File: config.mk
export PLATFORM = sky130hd
export DESIGN_NAME = ufg_regs
export DESIGN_NICKNAME = d
export VERILOG_FILES = /design/src/hw/ufg_pkg.sv /design/src/hw/ufg_level_sel.sv /design/src/hw/ufg_pin_sync.sv /design/src/hw/ufg_regs.sv
export SDC_FILE = /design/constraint.sdc
export NUM_CORES = 1
export LEC_CHECK = 0
export BUFFER_PORTS_ARGS = -buffer_cell sky130_fd_sc_hd__buf_2
export CAP_MARGIN = 20
export CORE_MARGIN = 2
export CORE_UTILIZATION = 55
export DETAILED_ROUTE_END_ITERATION = 8
export MAX_ROUTING_LAYER = met4
export PLACE_DENSITY = 0.82
export SLEW_MARGIN = 5
export SYNTH_ARGS = -nofsm -noshare
export SYNTH_HDL_FRONTEND = slang
export SYNTH_HIERARCHICAL = 1
export SYNTH_SLANG_ARGS = --single-unit
File: constraint.sdc
create_clock -name CLK -period 3.6 [get_ports CLK]
set_clock_uncertainty 0.1 [all_clocks]
set_input_delay 0.18 -clock CLK [delete_from_list [all_inputs] [get_ports CLK]]
set_output_delay 0.18 -clock CLK [all_outputs]
set_load 0.05 [all_outputs]
File: src/hw/ufg_pkg.sv
// Shared constants, types and helper functions of the extended register bank.
package ufg_pkg;

    ////////////////////////////////////////////////////////////////////////
    // Register port geometry and register offsets.
    localparam int ADDR_W = 4;
    localparam int DATA_W = 8;
    localparam int NIB_W  = 4;
    localparam int LVL_W  = 6;
    localparam int CNT_W  = 7;
    localparam int PIN_W  = 8;

    localparam logic [ADDR_W-1:0] OFS_SCRATCH = 4'h0;
    localparam logic [ADDR_W-1:0] OFS_FLOW    = 4'h1;
    localparam logic [ADDR_W-1:0] OFS_TRIG    = 4'h2;
    localparam logic [ADDR_W-1:0] OFS_TXSPACE = 4'h3;
    localparam logic [ADDR_W-1:0] OFS_RXFILL  = 4'h4;
    localparam logic [ADDR_W-1:0] OFS_PINDIR  = 4'h5;
    localparam logic [ADDR_W-1:0] OFS_PINLVL  = 4'h6;
    localparam logic [ADDR_W-1:0] OFS_PINIRQ  = 4'h7;

    ////////////////////////////////////////////////////////////////////////
    // Reset values and field positions.
    localparam logic [DATA_W-1:0] RST_SCRATCH = 8'h00;
    localparam logic [DATA_W-1:0] RST_FLOW    = 8'h00;
    localparam logic [DATA_W-1:0] RST_TRIG    = 8'h00;
    localparam logic [DATA_W-1:0] RST_PINDIR  = 8'h00;
    localparam logic [DATA_W-1:0] RST_PINOUT  = 8'h00;
    localparam logic [DATA_W-1:0] RST_PINIRQ  = 8'h00;
    localparam logic [LVL_W-1:0]  RST_LEVEL   = 6'h00;

    localparam int FLOW_HALT_LSB   = 0;
    localparam int FLOW_RESUME_LSB = 4;
    localparam int TRIG_TX_LSB     = 0;
    localparam int TRIG_RX_LSB     = 4;
    localparam int PFC_LATCH       = 0;
    localparam int PFC_HI_MODEM    = 1;
    localparam int PFC_LO_MODEM    = 2;

    ////////////////////////////////////////////////////////////////////////
    // Carriers.
    typedef struct packed {
        logic              wr;
        logic              rd;
        logic [ADDR_W-1:0] addr;
        logic [DATA_W-1:0] wdata;
    } ufg_req_t;

    typedef struct packed {
        logic [2:0] pin_function_control;
        logic       enhanced_function_enable_bit;
        logic       threshold_access_bit;
        logic       modem_status_irq_enable;
    } ufg_ctrl_t;

    typedef struct packed {
        logic [CNT_W-1:0] tx_space;
        logic [CNT_W-1:0] rx_fill;
    } ufg_fifo_t;

    typedef struct packed {
        logic [LVL_W-1:0] rx;
        logic [LVL_W-1:0] tx;
    } ufg_fcr_lvl_t;

    typedef struct packed {
        logic [LVL_W-1:0] halt;
        logic [LVL_W-1:0] resume;
        logic [LVL_W-1:0] rx_trig;
        logic [LVL_W-1:0] tx_trig;
    } ufg_levels_t;

    ////////////////////////////////////////////////////////////////////////
    // A nibble N stands for a level of four times N characters.
    function automatic logic [LVL_W-1:0] ufg_nib_level(
        input logic [NIB_W-1:0] nib
    );
        return {nib, 2'b00};
    endfunction

    // A zero nibble falls back to the level chosen in the FIFO control reg.
    function automatic logic [LVL_W-1:0] ufg_pick(
        input logic [NIB_W-1:0] nib,
        input logic [LVL_W-1:0] fcr_level
    );
        return (nib == 4'h0) ? fcr_level : ufg_nib_level(nib);
    endfunction

endpackage

File: src/hw/ufg_level_sel.sv
// Resolves the flow thresholds and FIFO trigger levels actually in use.
`timescale 1ns/1ps
module ufg_level_sel
    import ufg_pkg::*;
(
    // Clock and reset.
    input  wire logic          clk,
    input  wire logic          rst_n,
    // Programmed values.
    input  wire logic [7:0]    flow,
    input  wire logic [7:0]    trig,
    input  wire ufg_fcr_lvl_t  fifo_control_reg,
    // Resolved levels.
    output ufg_levels_t        levels
);

    ufg_levels_t levels_r;
    ufg_levels_t levels_nxt;
    wire         flow_zero = (flow == RST_FLOW);

    always_comb
    begin
        levels_nxt = levels_r;
        if (flow_zero)
        begin
            levels_nxt.halt   = fifo_control_reg.rx;
            levels_nxt.resume = fifo_control_reg.rx;
        end
        else
        begin
            levels_nxt.halt   = ufg_nib_level(flow[FLOW_HALT_LSB +: NIB_W]);
            levels_nxt.resume = ufg_nib_level(flow[FLOW_RESUME_LSB +: NIB_W]);
        end
        levels_nxt.rx_trig = ufg_pick(trig[TRIG_RX_LSB +: NIB_W], fifo_control_reg.rx);
        levels_nxt.tx_trig = ufg_pick(trig[TRIG_TX_LSB +: NIB_W], fifo_control_reg.tx);
    end

    always_ff @(posedge clk or negedge rst_n)
    begin
        if (!rst_n)
            levels_r <= '{RST_LEVEL, RST_LEVEL, RST_LEVEL, RST_LEVEL};
        else
            levels_r <= levels_nxt;
    end

    assign levels = levels_r;

endmodule

File: src/hw/ufg_pin_sync.sv
// Two-stage pin synchroniser with previous-sample change detection.
`timescale 1ns/1ps
module ufg_pin_sync #(
    parameter int W = 8
) (
    // Clock and reset.
    input  wire logic         clk,
    input  wire logic         rst_n,
    // Raw pins and synchronised view.
    input  wire logic [W-1:0] pin_raw,
    output logic      [W-1:0] pin_sync,
    output logic      [W-1:0] pin_change
);

    logic [W-1:0] meta_r;
    logic [W-1:0] sync_r;
    logic [W-1:0] prev_r;

    // The first stage feeds only the second stage.
    always_ff @(posedge clk or negedge rst_n)
    begin
        if (!rst_n)
        begin
            meta_r <= '0;
            sync_r <= '0;
            prev_r <= '0;
        end
        else
        begin
            meta_r <= pin_raw;
            sync_r <= meta_r;
            prev_r <= sync_r;
        end
    end

    assign pin_sync   = sync_r;
    assign pin_change = sync_r ^ prev_r;

endmodule

File: src/hw/ufg_regs.sv
// Per-channel scratch, threshold, FIFO level and pin register bank.
//
// Functional notes
// - Eight-bit scratch register reads back what was written, no side effect.
// - Flow threshold: halt level in low nibble, resume level in high nibble.
// - Each flow nibble selects zero to sixty characters in steps of four.
// - All-zero flow threshold means the FIFO-control receive trigger level is used for both halt and resume.
// - Flow threshold writable only with enhanced enable and access bit set.
// - No check that halt exceeds resume; any value is stored.
// - Trigger register: receive level high nibble, transmit level low.
// - Nonzero trigger nibble N means a level of four times N.
// - Trigger register writable only with both access bits set.
// - Per direction, zero nibble uses FIFO-control level, nonzero overrides.
// - Read-only transmit free space, zero to 64, bit seven zero.
// - Read-only receive fill count, zero to 64, bit seven zero.
// - Direction bit zero makes pin input, one makes it output.
// - Reading pin level returns present state of all eight pins, captured value for latched input bits.
// - Writing pin level drives output pins; input bits have no effect.
// - Change enable lets an input pin change raise the interrupt.
// - Modem-function nibble ignores change enables, uses modem irq enable.
// - Function bit one switches pins 7-4, bit two pins 3-0, to modem use.
// - Latching keeps value and interrupt until read; else change self-clears.
`timescale 1ns/1ps
module ufg_regs
    import ufg_pkg::*;
(
    // Clock and reset.
    input  wire logic         CLK,
    input  wire logic         RST_N,
    // Register port.
    input  wire ufg_req_t     REG_REQ,
    output logic [DATA_W-1:0] REG_RDATA,
    // Control bits held elsewhere in the channel.
    input  wire ufg_ctrl_t    CTRL,
    // FIFO side.
    input  wire ufg_fifo_t    FIFO_STAT,
    input  wire ufg_fcr_lvl_t FCR_LVL,
    output ufg_levels_t       LEVELS,
    // General-purpose pins.
    input  wire logic [PIN_W-1:0] GPIO_IN,
    output logic [PIN_W-1:0]  GPIO_OUT,
    output logic [PIN_W-1:0]  GPIO_OE,
    // Pin-change interrupt request.
    output logic              GPIO_IRQ
);

    ////////////////////////////////////////////////////////////////////////
    // Storage.
    logic [DATA_W-1:0] scratch_byte_r;
    logic [DATA_W-1:0] flow_threshold_r;
    logic [DATA_W-1:0] fifo_trigger_level_r;
    logic [PIN_W-1:0]  pin_direction_r;
    logic [PIN_W-1:0]  pin_out_r;
    logic [PIN_W-1:0]  pin_change_irq_enable_r;
    logic [PIN_W-1:0]  latch_pend_r;
    logic [PIN_W-1:0]  latch_val_r;
    logic [PIN_W-1:0]  ref_level_r;
    logic [2:0]        settle_r;
    logic [DATA_W-1:0] rdata_r;
    logic              irq_r;

    logic [DATA_W-1:0] rdata_nxt;
    logic [PIN_W-1:0]  latch_pend_nxt;
    logic [PIN_W-1:0]  latch_val_nxt;
    logic [PIN_W-1:0]  ref_level_nxt;
    logic              irq_nxt;

    ////////////////////////////////////////////////////////////////////////
    // Pin synchronisation and level selection.
    logic [PIN_W-1:0] pin_sync;
    logic [PIN_W-1:0] pin_change;

    ufg_pin_sync #(
        .W          (PIN_W)
    ) u_pin_sync (
        .clk        (CLK),
        .rst_n      (RST_N),
        .pin_raw    (GPIO_IN),
        .pin_sync   (pin_sync),
        .pin_change (pin_change)
    );

    ufg_level_sel u_level_sel (
        .clk    (CLK),
        .rst_n  (RST_N),
        .flow   (flow_threshold_r),
        .trig   (fifo_trigger_level_r),
        .fifo_control_reg    (FCR_LVL),
        .levels (LEVELS)
    );

    ////////////////////////////////////////////////////////////////////////
    // Address decode.
    wire hit_scratch = (REG_REQ.addr == OFS_SCRATCH);
    wire hit_flow    = (REG_REQ.addr == OFS_FLOW);
    wire hit_trig    = (REG_REQ.addr == OFS_TRIG);
    wire hit_txspace = (REG_REQ.addr == OFS_TXSPACE);
    wire hit_rxfill  = (REG_REQ.addr == OFS_RXFILL);
    wire hit_pindir  = (REG_REQ.addr == OFS_PINDIR);
    wire hit_pinlvl  = (REG_REQ.addr == OFS_PINLVL);
    wire hit_pinirq  = (REG_REQ.addr == OFS_PINIRQ);

    // Threshold registers are locked unless both enables are set.
    wire thr_access = CTRL.enhanced_function_enable_bit
                    & CTRL.threshold_access_bit;

    wire wr_scratch = REG_REQ.wr & hit_scratch;
    wire wr_flow    = REG_REQ.wr & hit_flow & thr_access;
    wire wr_trig    = REG_REQ.wr & hit_trig & thr_access;
    wire wr_pindir  = REG_REQ.wr & hit_pindir;
    wire wr_pinlvl  = REG_REQ.wr & hit_pinlvl;
    wire wr_pinirq  = REG_REQ.wr & hit_pinirq;
    wire rd_pinlvl  = REG_REQ.rd & hit_pinlvl;

    ////////////////////////////////////////////////////////////////////////
    // Pin mode decode.
    wire latch_mode = CTRL.pin_function_control[PFC_LATCH];
    wire hi_modem   = CTRL.pin_function_control[PFC_HI_MODEM];
    wire lo_modem   = CTRL.pin_function_control[PFC_LO_MODEM];

    wire [PIN_W-1:0] input_mask = ~pin_direction_r;

    // A modem-function nibble takes its enable from the modem irq bit.
    wire [3:0] en_hi = hi_modem ? {4{CTRL.modem_status_irq_enable}}
                                : pin_change_irq_enable_r[7:4];
    wire [3:0] en_lo = lo_modem ? {4{CTRL.modem_status_irq_enable}}
                                : pin_change_irq_enable_r[3:0];
    wire [PIN_W-1:0] irq_enable = {en_hi, en_lo};

    ////////////////////////////////////////////////////////////////////////
    // Change tracking for input pins.
    // Latching mode keeps the first changed value until the level register
    // is read. Non-latching mode compares against the level seen at the
    // last read, so a pin that returns to that level drops its request.
    // The sync chain leaves reset at zero, so a pin that idles high would
    // look like an edge; changes count only once the chain holds the pin.
    wire [PIN_W-1:0] new_change =
        pin_change & input_mask & {PIN_W{settle_r[2]}};
    wire [PIN_W-1:0] nonlatch_pend =
        (pin_sync ^ ref_level_r) & input_mask & {PIN_W{settle_r[2]}};
    wire [PIN_W-1:0] pend_eff =
        latch_mode ? (latch_pend_r & input_mask) : nonlatch_pend;

    // Latched input bits report the captured value, others the live pin.
    wire [PIN_W-1:0] show_latched = latch_pend_r & input_mask
                                  & {PIN_W{latch_mode}};
    wire [PIN_W-1:0] pin_level_view =
        (show_latched & latch_val_r) | (~show_latched & pin_sync);

    always_comb
    begin
        latch_pend_nxt = latch_pend_r;
        latch_val_nxt  = latch_val_r;
        ref_level_nxt  = ref_level_r;
        // The read clears first so that a change in the same cycle wins.
        if (rd_pinlvl)
        begin
            latch_pend_nxt = '0;
            ref_level_nxt  = pin_sync;
        end
        if (!settle_r[2])
        begin
            ref_level_nxt = pin_sync;
        end
        if (latch_mode)
        begin
            for (int i = 0; i < PIN_W; i++)
            begin
                if (new_change[i] && !latch_pend_r[i])
                begin
                    latch_pend_nxt[i] = 1'b1;
                    latch_val_nxt[i]  = pin_sync[i];
                end
                else if (new_change[i] && rd_pinlvl)
                begin
                    latch_pend_nxt[i] = 1'b1;
                    latch_val_nxt[i]  = pin_sync[i];
                end
            end
        end
    end

    assign irq_nxt = |(pend_eff & irq_enable);

    ////////////////////////////////////////////////////////////////////////
    // Read data mux. Unmapped offsets read as zero.
    always_comb
    begin
        rdata_nxt = rdata_r;
        if (REG_REQ.rd)
        begin
            case (REG_REQ.addr)
                OFS_SCRATCH: rdata_nxt = scratch_byte_r;
                OFS_FLOW:    rdata_nxt = flow_threshold_r;
                OFS_TRIG:    rdata_nxt = fifo_trigger_level_r;
                OFS_TXSPACE: rdata_nxt = {1'b0, FIFO_STAT.tx_space};
                OFS_RXFILL:  rdata_nxt = {1'b0, FIFO_STAT.rx_fill};
                OFS_PINDIR:  rdata_nxt = pin_direction_r;
                OFS_PINLVL:  rdata_nxt = pin_level_view;
                OFS_PINIRQ:  rdata_nxt = pin_change_irq_enable_r;
                default:     rdata_nxt = '0;
            endcase
        end
    end

    ////////////////////////////////////////////////////////////////////////
    // Software-written registers.
    always_ff @(posedge CLK or negedge RST_N)
    begin
        if (!RST_N)
        begin
            scratch_byte_r       <= RST_SCRATCH;
            flow_threshold_r     <= RST_FLOW;
            fifo_trigger_level_r <= RST_TRIG;
        end
        else
        begin
            if (wr_scratch)
                scratch_byte_r <= REG_REQ.wdata;
            // Stored as written, even if halt is not above resume.
            if (wr_flow)
                flow_threshold_r <= REG_REQ.wdata;
            if (wr_trig)
                fifo_trigger_level_r <= REG_REQ.wdata;
        end
    end

    always_ff @(posedge CLK or negedge RST_N)
    begin
        if (!RST_N)
        begin
            pin_direction_r         <= RST_PINDIR;
            pin_out_r               <= RST_PINOUT;
            pin_change_irq_enable_r <= RST_PINIRQ;
        end
        else
        begin
            if (wr_pindir)
                pin_direction_r <= REG_REQ.wdata;
            // The value is kept for every bit; only output pins show it.
            if (wr_pinlvl)
                pin_out_r <= REG_REQ.wdata;
            if (wr_pinirq)
                pin_change_irq_enable_r <= REG_REQ.wdata;
        end
    end

    ////////////////////////////////////////////////////////////////////////
    // Change state, read data and interrupt.
    always_ff @(posedge CLK or negedge RST_N)
    begin
        if (!RST_N)
        begin
            latch_pend_r <= '0;
            latch_val_r  <= '0;
            ref_level_r  <= '0;
            settle_r     <= '0;
            rdata_r      <= '0;
            irq_r        <= 1'b0;
        end
        else
        begin
            latch_pend_r <= latch_pend_nxt;
            latch_val_r  <= latch_val_nxt;
            ref_level_r  <= ref_level_nxt;
            settle_r     <= {settle_r[1:0], 1'b1};
            rdata_r      <= rdata_nxt;
            irq_r        <= irq_nxt;
        end
    end

    ////////////////////////////////////////////////////////////////////////
    // Outputs. Pins that are inputs are never driven.
    assign REG_RDATA = rdata_r;
    assign GPIO_OUT  = pin_out_r;
    assign GPIO_OE   = pin_direction_r;
    assign GPIO_IRQ  = irq_r;

endmodule

* Word level (Yosys, flattened, before mapping)
Index checks and enable logic that the tools add are counted.
Storage, ports and cells: word-level logic and storage cells 146, register bits after elaboration 132
Cells by class: reduce and logical (&&, ||, !) cells 45, muxes and demuxes 43, bitwise logic cells 24, equality and inequality tests 8
Operators by type and width (count):
- $and 8x8->8 | 9
- $pmux 8 s8 | 1
- $mux 8 | 5
- $mux 1 | 32
- $eq 4x3->1 const B | 4
- $logic_and 1x1->1 | 16
- $not 8->8 | 2
- $reduce_and 2->1 | 8
- $reduce_bool 2->1 | 8
- $xor 8x8->8 | 2
- $logic_not 4->1 | 3
- $mux 12 | 1
- $mux 6 | 2
- $and 1x1->1 | 10
- $eq 4x2->1 const B | 2
- $logic_not 1->1 | 8
- $logic_not 8->1 | 1
- $mux 4 | 2
- $or 8x8->8 | 1
- $reduce_or 8->1 | 1
- $eq 4x1->1 const B | 1
- $ne 2x1->1 const B | 1

* Logic depth before layout (Yosys ltp)
Gate-level depths: netlist of run 1.
depth in word-level cells 7, depth in mapped cells 8, gate-level depth less buffers 6

* Modules after synthesis
The synthesis of run 1 kept the hierarchy.
Modules (own cells, without submodules):
- ufg_regs | cells each 380, instances 1, sequential area each 2102.0 sq um, area an instance 4300.4 sq um
- ufg_level_sel | cells each 62, instances 1, sequential area each 550.5 sq um, area an instance 873.3 sq um
- ufg_pin_sync | cells each 32, instances 1, sequential area each 600.6 sq um, area an instance 670.6 sq um

* Worst setup path after synthesis of run 1
OpenSTA, ideal clock, no wires.
path kind register to register, start point register pin_direction_r[1], in the netlist GPIO_OE[1], end point register irq_r, in the netlist GPIO_IRQ, arrival time 1.764 ns, library setup time 0.126 ns, setup slack 1.610 ns, cell stages (with the launch flop) 7, period minus slack after synthesis 1.990 ns, data required time 3.374 ns, cell sequence dfrtp_1 > and4b_1 > a31oi_1 > nand3_1 > a311oi_1 > o21ai_1 > o32a_1
On the way: cells in the longest elaborated chain, start to end 6, elaborated cells between the ends (all ways) 7, classes of those cells mux (1); bitwise (5); reduce/logical (1)
Ends and longest elaborated chain:
- from (decl) | line ufg_regs.sv:52 | logic [PIN_W-1:0] pin_direction_r;
- from (signal assigned) | line ufg_regs.sv:239 | pin_direction_r <= REG_REQ.wdata;
- $not 8->8 (*) | line ufg_regs.sv:121 | wire [PIN_W-1:0] input_mask = ~pin_direction_r;
- $and 8x8->8 (2 in series) | line ufg_regs.sv:140 | (pin_sync ^ ref_level_r) & input_mask & {PIN_W{settle_r[2]}};
- $mux 8 (*) | line ufg_regs.sv:142 | latch_mode ? (latch_pend_r & input_mask) : nonlatch_pend;
- $and 8x8->8 (*) | line ufg_regs.sv:183 | assign irq_nxt = |(pend_eff & irq_enable);
- $reduce_or 8->1 (*) | line ufg_regs.sv:183
- via irq_nxt | line ufg_regs.sv:66 | logic irq_nxt;
- to (signal assigned) | line ufg_regs.sv:268 | irq_r <= irq_nxt;
- to (decl) | line ufg_regs.sv:60 | logic irq_r;
Mark *: on every way through the listed nets, which the timed path passes. The rest lies on a longest branch. A chain may end at the register's enable or synchronous reset.

* Final worst setup path of run 1
Ends and elaborated chain as after synthesis.

==> key figures, run 1 <==
Run status
  • Outcome: finished, final reports clean

Route
  • Vias per inst: around 5.7
  • Final WL: 15400 microns
  • ANT nets after route: 0
  • # DRC: 0
  • DR vias: 4371
  • Pre-antenna DRT Iters: 5
  • DRT iter0 DRCs: 311
  • Wire per inst: just over 20 microns

Worst setup path
  • Critical path class: register to register
  • Most frequent CP cell: dlygate4sd3_1
  • Reg2reg end: GPIO_IRQ
  • Crit-path slowest cell: dlygate4sd3_1
  • Worst Path Arrival: roughly 3.2 ns
  • CP Capture Type: register
  • Worst stage delay on the critical path: 0.56 ns
  • CP Launch Type: register
  • Reg2Reg Launch Point: GPIO_OE[1]
  • Flop2flop setup slack: 0.74 ns
  • CP required: 3.90 ns
  • CP max FO: 7
  • Worst-path cell chain: and4b_1 -> a31oi_1 -> nand3_1 -> a311oi_1 -> o211ai_1 -> dlygate4sd3_1 -> o32a_1 -> dlygate4sd3_1
  • Worst R2R Path Depth: 8

Floorplanning
  • Die width: between 100 and 150 microns
  • Die area: between 0.01 and 0.015 sq mm
  • IO Pins: around 110
  • # rows: 37
  • Die Y-Extent: between 100 and 150 microns
  • Initial core utilization: 0.566
  • Core box area: just over 0.01 sq mm

STA
  • Min cycle time layout: 2.86 ns
  • RSZ-0062 raised after global routing: no
  • Fin worst setup slack: approximately 0.74 ns
  • Final-report max-slew violation count: 0
  • Ratio of final minimum period to clock period: 0.794
  • Final Hold Viols: 0
  • # setup viols final: 0
  • Fin Setup TNS: 0 ns
  • Slew @ Worst Pin: 0.577 ns
  • Max_slew headroom: 0.612
  • Highest clock rate: approximately 350 MHz

Yosys
  • Syn_nets: 530
  • Largest family of logic cells by synthesized area: multiplexers
  • Post-synthesis mux area share: 0.157
  • Post-Syn Area: 0.00584 sq mm
  • Compound-cell area share of the yosys netlist: 0.0914
  • Synth Instances: between 400 and 500
  • Number of synthesized flops with an enable pin: 0
  • Synth Area in XOR/XNOR: 0.0240
  • Yosys cell types: 59
  • Syn Area/Cell: 12.3 sq um
  • Register area share after synthesis: 0.557
  • Yosys reg bits: 130
  • Yosys warns: 6
  • Synthesized-area fraction occupied by adder cells: 0
  • Post-synth top flop: dfrtp_1
  • Post-Synth Simple-Gate Area: 0.140
  • Synth async-reset ratio: 1.00

Power
  • P per Cell Area: 680 mW/mm^2
  • Maximum vdd ir drop: about 0.43 mV
  • Lkg Pwr: 3.56 nW

GRT
  • Largest net degree at the start of global routing: between 80 and 90
  • Number of global-route vias before repair: 4448
  • First-pass GRT wire length: 24000 microns
  • Initial antenna violation count: 0
  • Total GRT Usage: 0.293
  • Total gr overflow: 0

Clock network
  • Clk pin slew, worst setup/hold paths: 0.06 ns
  • Worst-Skew Late Latency: 0.53 ns
  • Max Root-Sink Buffers: 2
  • CTS tree: done
  • CTS buffer count: 17
  • H-tree depth: 4
  • Clk root buf: clkbuf_8
  • Cts repair resizes: 0
  • Clock sink count: 130

Layout
  • # diodes: 0
  • Fraction of layout cells with a size suffix above 1: 0.350
  • Area Overhead vs Synth: 27.5%
  • Commonest cells after routing, fill and taps aside: dfrtp_1 (130), buf_2 (103), mux2_2 (60), nand2_1 (40), dlygate4sd3_1 (33)
  • Most common library cell in the layout ignoring fill and taps: dfrtp_1
  • Nets: 670

Placement
  • Final GP Congestion: 0.915
  • Dpl ws: between 1 and 1.5 ns
  • DP Wirelength: approximately 10000 microns
  • IO buf count: ~100

Worst hold path
  • HP Class: input port to asynchronous set/reset pin

Flow run
  • Total of max-cap violations: 0
metal layers:
metal / global-route usage / part of all wire / vias up
met5: - / 0 / -
met4: 0.122 / 0.023 / 0
met3: 0.0517 / 0.064 / 31
met2: 0.426 / 0.47 / 195
met1: 0.410 / 0.44 / 2169
li1: - / - / 1976
per-stage QoR:
stage | instances | hold slack, ns | cell area, sq um | util | total power [mW]
global placement | 697 | 0.188 | 6440 | 0.624 | 3.10
global route | 762 | 0.105 | 7450 | 0.722 | 5.27
detailed placement | 697 | 0.189 | 6440 | 0.624 | 3.13
CTS | 761 | 0.0789 | 7420 | 0.719 | 5.07
finish | 762 | 0.0612 | 7450 | 0.722 | 5.07
floorplan | 474 | -0.216 | 5840 | - | 2.77
area by class of cell:
class	instances	area (sq um)
Clock buffer	20	445
Clock inverter	11	208
Fill cell	695	2870
Inverter	16	60.1
Multi-Input combinational cell	310	2410
Sequential cell	130	3250
Tap cell	136	170
Timing Repair Buffer	139	901
worst max-delay path by stage:
stage | cells after the start | startpoint | slack, ns | endpoint
2_1_floorplan | 6 | GPIO_OE[1] | 1.61 | GPIO_IRQ
5_1_grt | 8 | GPIO_OE[1] | 0.63 | GPIO_IRQ
6_report | 8 | GPIO_OE[1] | 0.74 | GPIO_IRQ
3_5_place_dp | 6 | REG_REQ[10] | 1.47 | ref_level_r[5]
3_3_place_gp | 6 | REG_REQ[10] | 1.54 | ref_level_r[5]
4_1_cts | 8 | GPIO_OE[1] | 0.75 | GPIO_IRQ
worst max-delay path, delay by kind of cell, from the launching register on:
family / cells / cell delay (ns)
compound gates: 4 / 0.69
buf+inv: 2 / 1.12
flops: 1 / 0.50
simple gates: 2 / 0.33
state kept, by name, indices dropped and copies added, names as in the netlist:
register	count
GPIO_IRQ	1
GPIO_OE	8
GPIO_OUT	8
REG_RDATA	8
fifo_trigger_level_r	8
flow_threshold_r	8
latch_pend_r	8
latch_val_r	8
pin_change_irq_enable_r	8
ref_level_r	8
scratch_byte_r	8
settle_r	3
u_level_sel/levels	22
u_pin_sync/meta_r	8
u_pin_sync/pin_sync	8
u_pin_sync/prev_r	8
kinds of logic after synthesis:
group,after synthesis
and+or+nand+nor,139
DFF,130
muxes,79
AOI/OAI and AO/OA,75
buffers and inverters,34
xor gates and xnor gates,16
other,1
Yosys cell counts (2+ instances only):
cell        n  area (sq um)
mux2_4      8           120
buf_4       6          45.0
a22o_1      2          17.5
nor3_1     11          55.1
nand2_2     2          12.5
mux2i_1     9          90.1
a221o_1     4          40.0
nand2_1    40           150
a41o_1      8          80.1
inv_1      16          60.1
clkbuf_1    4          15.0
buf_2       3          15.0
and2_1      7          43.8
o211ai_1    2          15.0
buf_6       3          33.8
and3_1      5          31.3
o21ai_0     6          30.0
a21oi_1    15          75.1
o31ai_1     2          15.0
a31oi_1     4          25.0
nor2b_1    11          68.8
nor2_1     19          71.3
a22oi_1     8          60.1
or4_1       2          15.0
a21o_1      8          60.1
xnor2_1     8          70.1
nand3b_1    9          67.6
o22ai_1     8          50.1
buf_1       2          7.51
xor2_1      8          70.1
nand2b_1    4          25.0
mux2_2     60           676
dfrtp_1   130          3250
nand3_1    12          60.1
nor4_4      4          85.1
power breakdown:
group | total [mW] | switching [mW] | internal [mW]
Sequential | 1.96 | 0.238 | 1.72
Combinational | 1.21 | 0.766 | 0.443
Clock | 1.90 | 0.609 | 1.29
Total | 5.07 | 1.61 | 3.45
what timing repair did:
action,in CTS,in global routing
buffers inserted,0,0
hold endpoints to repair,171,0
hold buffers,33,0
Power figures use the tool's default switching activity.
==> run 2: changes to the inputs <==
==> constraint.sdc (replaced) <==
create_clock -name CLK -period 3 [get_ports CLK]
set_clock_uncertainty 0.1 [all_clocks]
set_input_delay 0.15 -clock CLK [delete_from_list [all_inputs] [get_ports CLK]]
set_output_delay 0.15 -clock CLK [all_outputs]
set_load 0.05 [all_outputs]
==> key figures, run 2 (synthesis results as in run 1) <==
Run status
  • Outcome: finished, final reports clean

Route
  • DR vias: 4437 (+1.5%)
  • Wire per inst: 20.0 microns (-0.96%)
  • DRT iter0 DRCs: 378 (+22%)
  • # DRC: 0 (unchanged)
  • Vias per inst: 5.82 (+1.5%)
  • Final WL: 15200 microns (-0.96%)
  • ANT nets after route: 0 (unchanged)
  • Pre-antenna DRT Iters: 5 (unchanged)

Layout
  • Area Overhead vs Synth: 25.8%
  • Fraction of layout cells with a size suffix above 1: 0.351 (+0.00160)
  • Commonest cells after routing, fill and taps aside: dfrtp_1 (130), buf_2 (103), mux2_2 (60), nand2_1 (40), dlygate4sd3_1 (33)
  • Non-filler instance count after layout: 762 (unchanged)
  • Most common library cell in the layout ignoring fill and taps: dfrtp_1
  • Largest register FFs: 22 (unchanged)
  • Nets: 669 (-0.15%)
  • # diodes: 0 (unchanged)

GRT
  • First-pass GRT wire length: 24200 microns (+0.49%)
  • Total gr overflow: 0 (unchanged)
  • Initial antenna violation count: 0 (unchanged)
  • Number of global-route vias before repair: 4420 (-0.63%)
  • Total GRT Usage: 0.295 (+0.00207)
  • Largest net degree at the start of global routing: 90 (+4.7%)

Power
  • Maximum vdd ir drop: 0.647 mV (+50%)
  • P per Cell Area: 789 mW/mm^2 (+16%)
  • Lkg Pwr: 3.50 nW (-1.7%)

Worst setup path
  • CP required: 3.31 ns (-0.59 ns)
  • Critical path class: register to register
  • Crit-path slowest cell: dlygate4sd3_1
  • Worst Path Arrival: 3.19 ns (+0.03 ns)
  • Most frequent CP cell: dlygate4sd3_1
  • Worst stage delay on the critical path: 0.57 ns (about the same)
  • CP Capture Type: register
  • Critical path buffers and inverters: 2 (unchanged)
  • CP Launch Type: register
  • Worst-path cell chain: and4b_1 -> a31oi_1 -> nand3_1 -> a311oi_1 -> o211ai_1 -> dlygate4sd3_1 -> o32a_1 -> dlygate4sd3_1
  • Flop2flop setup slack: 0.12 ns (-0.62 ns)
  • CP max FO: 7 (unchanged)
  • CP delay by family, top: buffers and inverters

STA
  • Fin Setup TNS: 0 ns (unchanged)
  • WHS: 0.0320 ns (-0.0291 ns)
  • # setup viols final: 0 (unchanged)
  • Max_slew headroom: 0.536 (-0.0765)
  • Ratio of final minimum period to clock period: 0.959 (+0.164)
  • Slew @ Worst Pin: 0.691 ns (+0.114 ns)
  • RSZ-0062 raised after global routing: no
  • Final Hold Viols: 0 (unchanged)
  • Min cycle time layout: 2.88 ns (+0.0156 ns)
  • Final-report max-slew violation count: 0 (unchanged)
  • Fin worst setup slack: 0.124 ns (-0.616 ns)
  • Highest clock rate: 348 MHz (-0.54%)

Placement
  • Placed insts: 697 (unchanged)
  • Final GP Congestion: 0.974 (+6.5%)
  • Dpl ws: 0.894 ns (-0.572 ns)
  • DP Wirelength: 10400 microns (+1.3%)
  • IO buf count: 104 (unchanged)

Worst hold path
  • HP Class: input port to asynchronous set/reset pin

Clock network
  • Worst-Skew Late Latency: 0.54 ns (about the same)
  • H-tree depth: 4 (unchanged)
  • CTS Hold Buffers Added: 33 (unchanged)
  • Cts repair resizes: 0 (unchanged)
  • Postcts setup bufs: 0 (unchanged)
  • Clock sink count: 130 (unchanged)
  • Max Root-Sink Buffers: 2 (unchanged)
  • CTS buffer count: 17 (unchanged)
  • Clk pin slew, worst setup/hold paths: 0.06 ns (about the same)
  • CTS tree: done
  • Clk root buf: clkbuf_8

Floorplanning
  • Die width: 107 microns (unchanged)
  • # rows: 37 (unchanged)
  • Core box area: 0.0103 sq mm (unchanged)
  • Die area: 0.0115 sq mm (unchanged)
  • Initial core utilization: 0.566 (unchanged)
  • IO Pins: 105 (unchanged)
  • Die Y-Extent: 107 microns (unchanged)

Flow run
  • Total of max-cap violations: 0 (unchanged)
## run 2: area by class of cell
cell class	instances	area, sq um
Clock buffer	18	428
Clock inverter	14	153
Fill cell	717	2970
Inverter	16	60.1
Multi-Input combinational cell	310	2410
Sequential cell	130	3250
Tap cell	136	170
Timing Repair Buffer	138	873
## run 2: worst reg2reg max path: cells and delay by family (launching register included)
kind            cells  cell delay, ns
buf+inv             2            1.13
compound gates      4            0.68
flops               1            0.51
simple gates        2            0.34
## run 2: layer usage
metal | up-vias | wire, microns | global-route usage
li1 | 1987 | - | -
met1 | 2185 | 6610 | 0.399
met2 | 220 | 7080 | 0.431
met4 | 0 | 433 | 0.110
met5 | - | 0 | -
met3 | 45 | 1130 | 0.0778
## run 2: worst paths after layout
kind                            depth (start not counted)                      to            startpoint
worst max-delay path                                    8                GPIO_IRQ            GPIO_OE[1]
worst min-delay path                                    2             GPIO_OUT[3]                 RST_N
worst max register to register                          8                GPIO_IRQ            GPIO_OE[1]
worst min register to register                          0  u_pin_sync/pin_sync[0]  u_pin_sync/meta_r[0]
max in group asynchronous                               3   u_level_sel/levels[5]                 RST_N
min in group CLK                                        3            REG_RDATA[7]           REG_REQ[11]
## run 2: power by group
group          switching, mW  internal [mW]  total, mW
logic                  0.919          0.528       1.45
registers              0.284           2.06       2.34
clock network          0.796           1.21       2.01
total                   2.00           3.80       5.80
## run 2: through the flow
stage	total power, mW	util	area (sq um)
4_1_cts	5.81	0.712	7350
3_5_place_dp	3.76	0.624	6440
2_1_floorplan	3.32	-	5840
5_1_grt	6.04	0.712	7350
6_report	5.80	0.712	7350
3_3_place_gp	3.71	0.624	6440
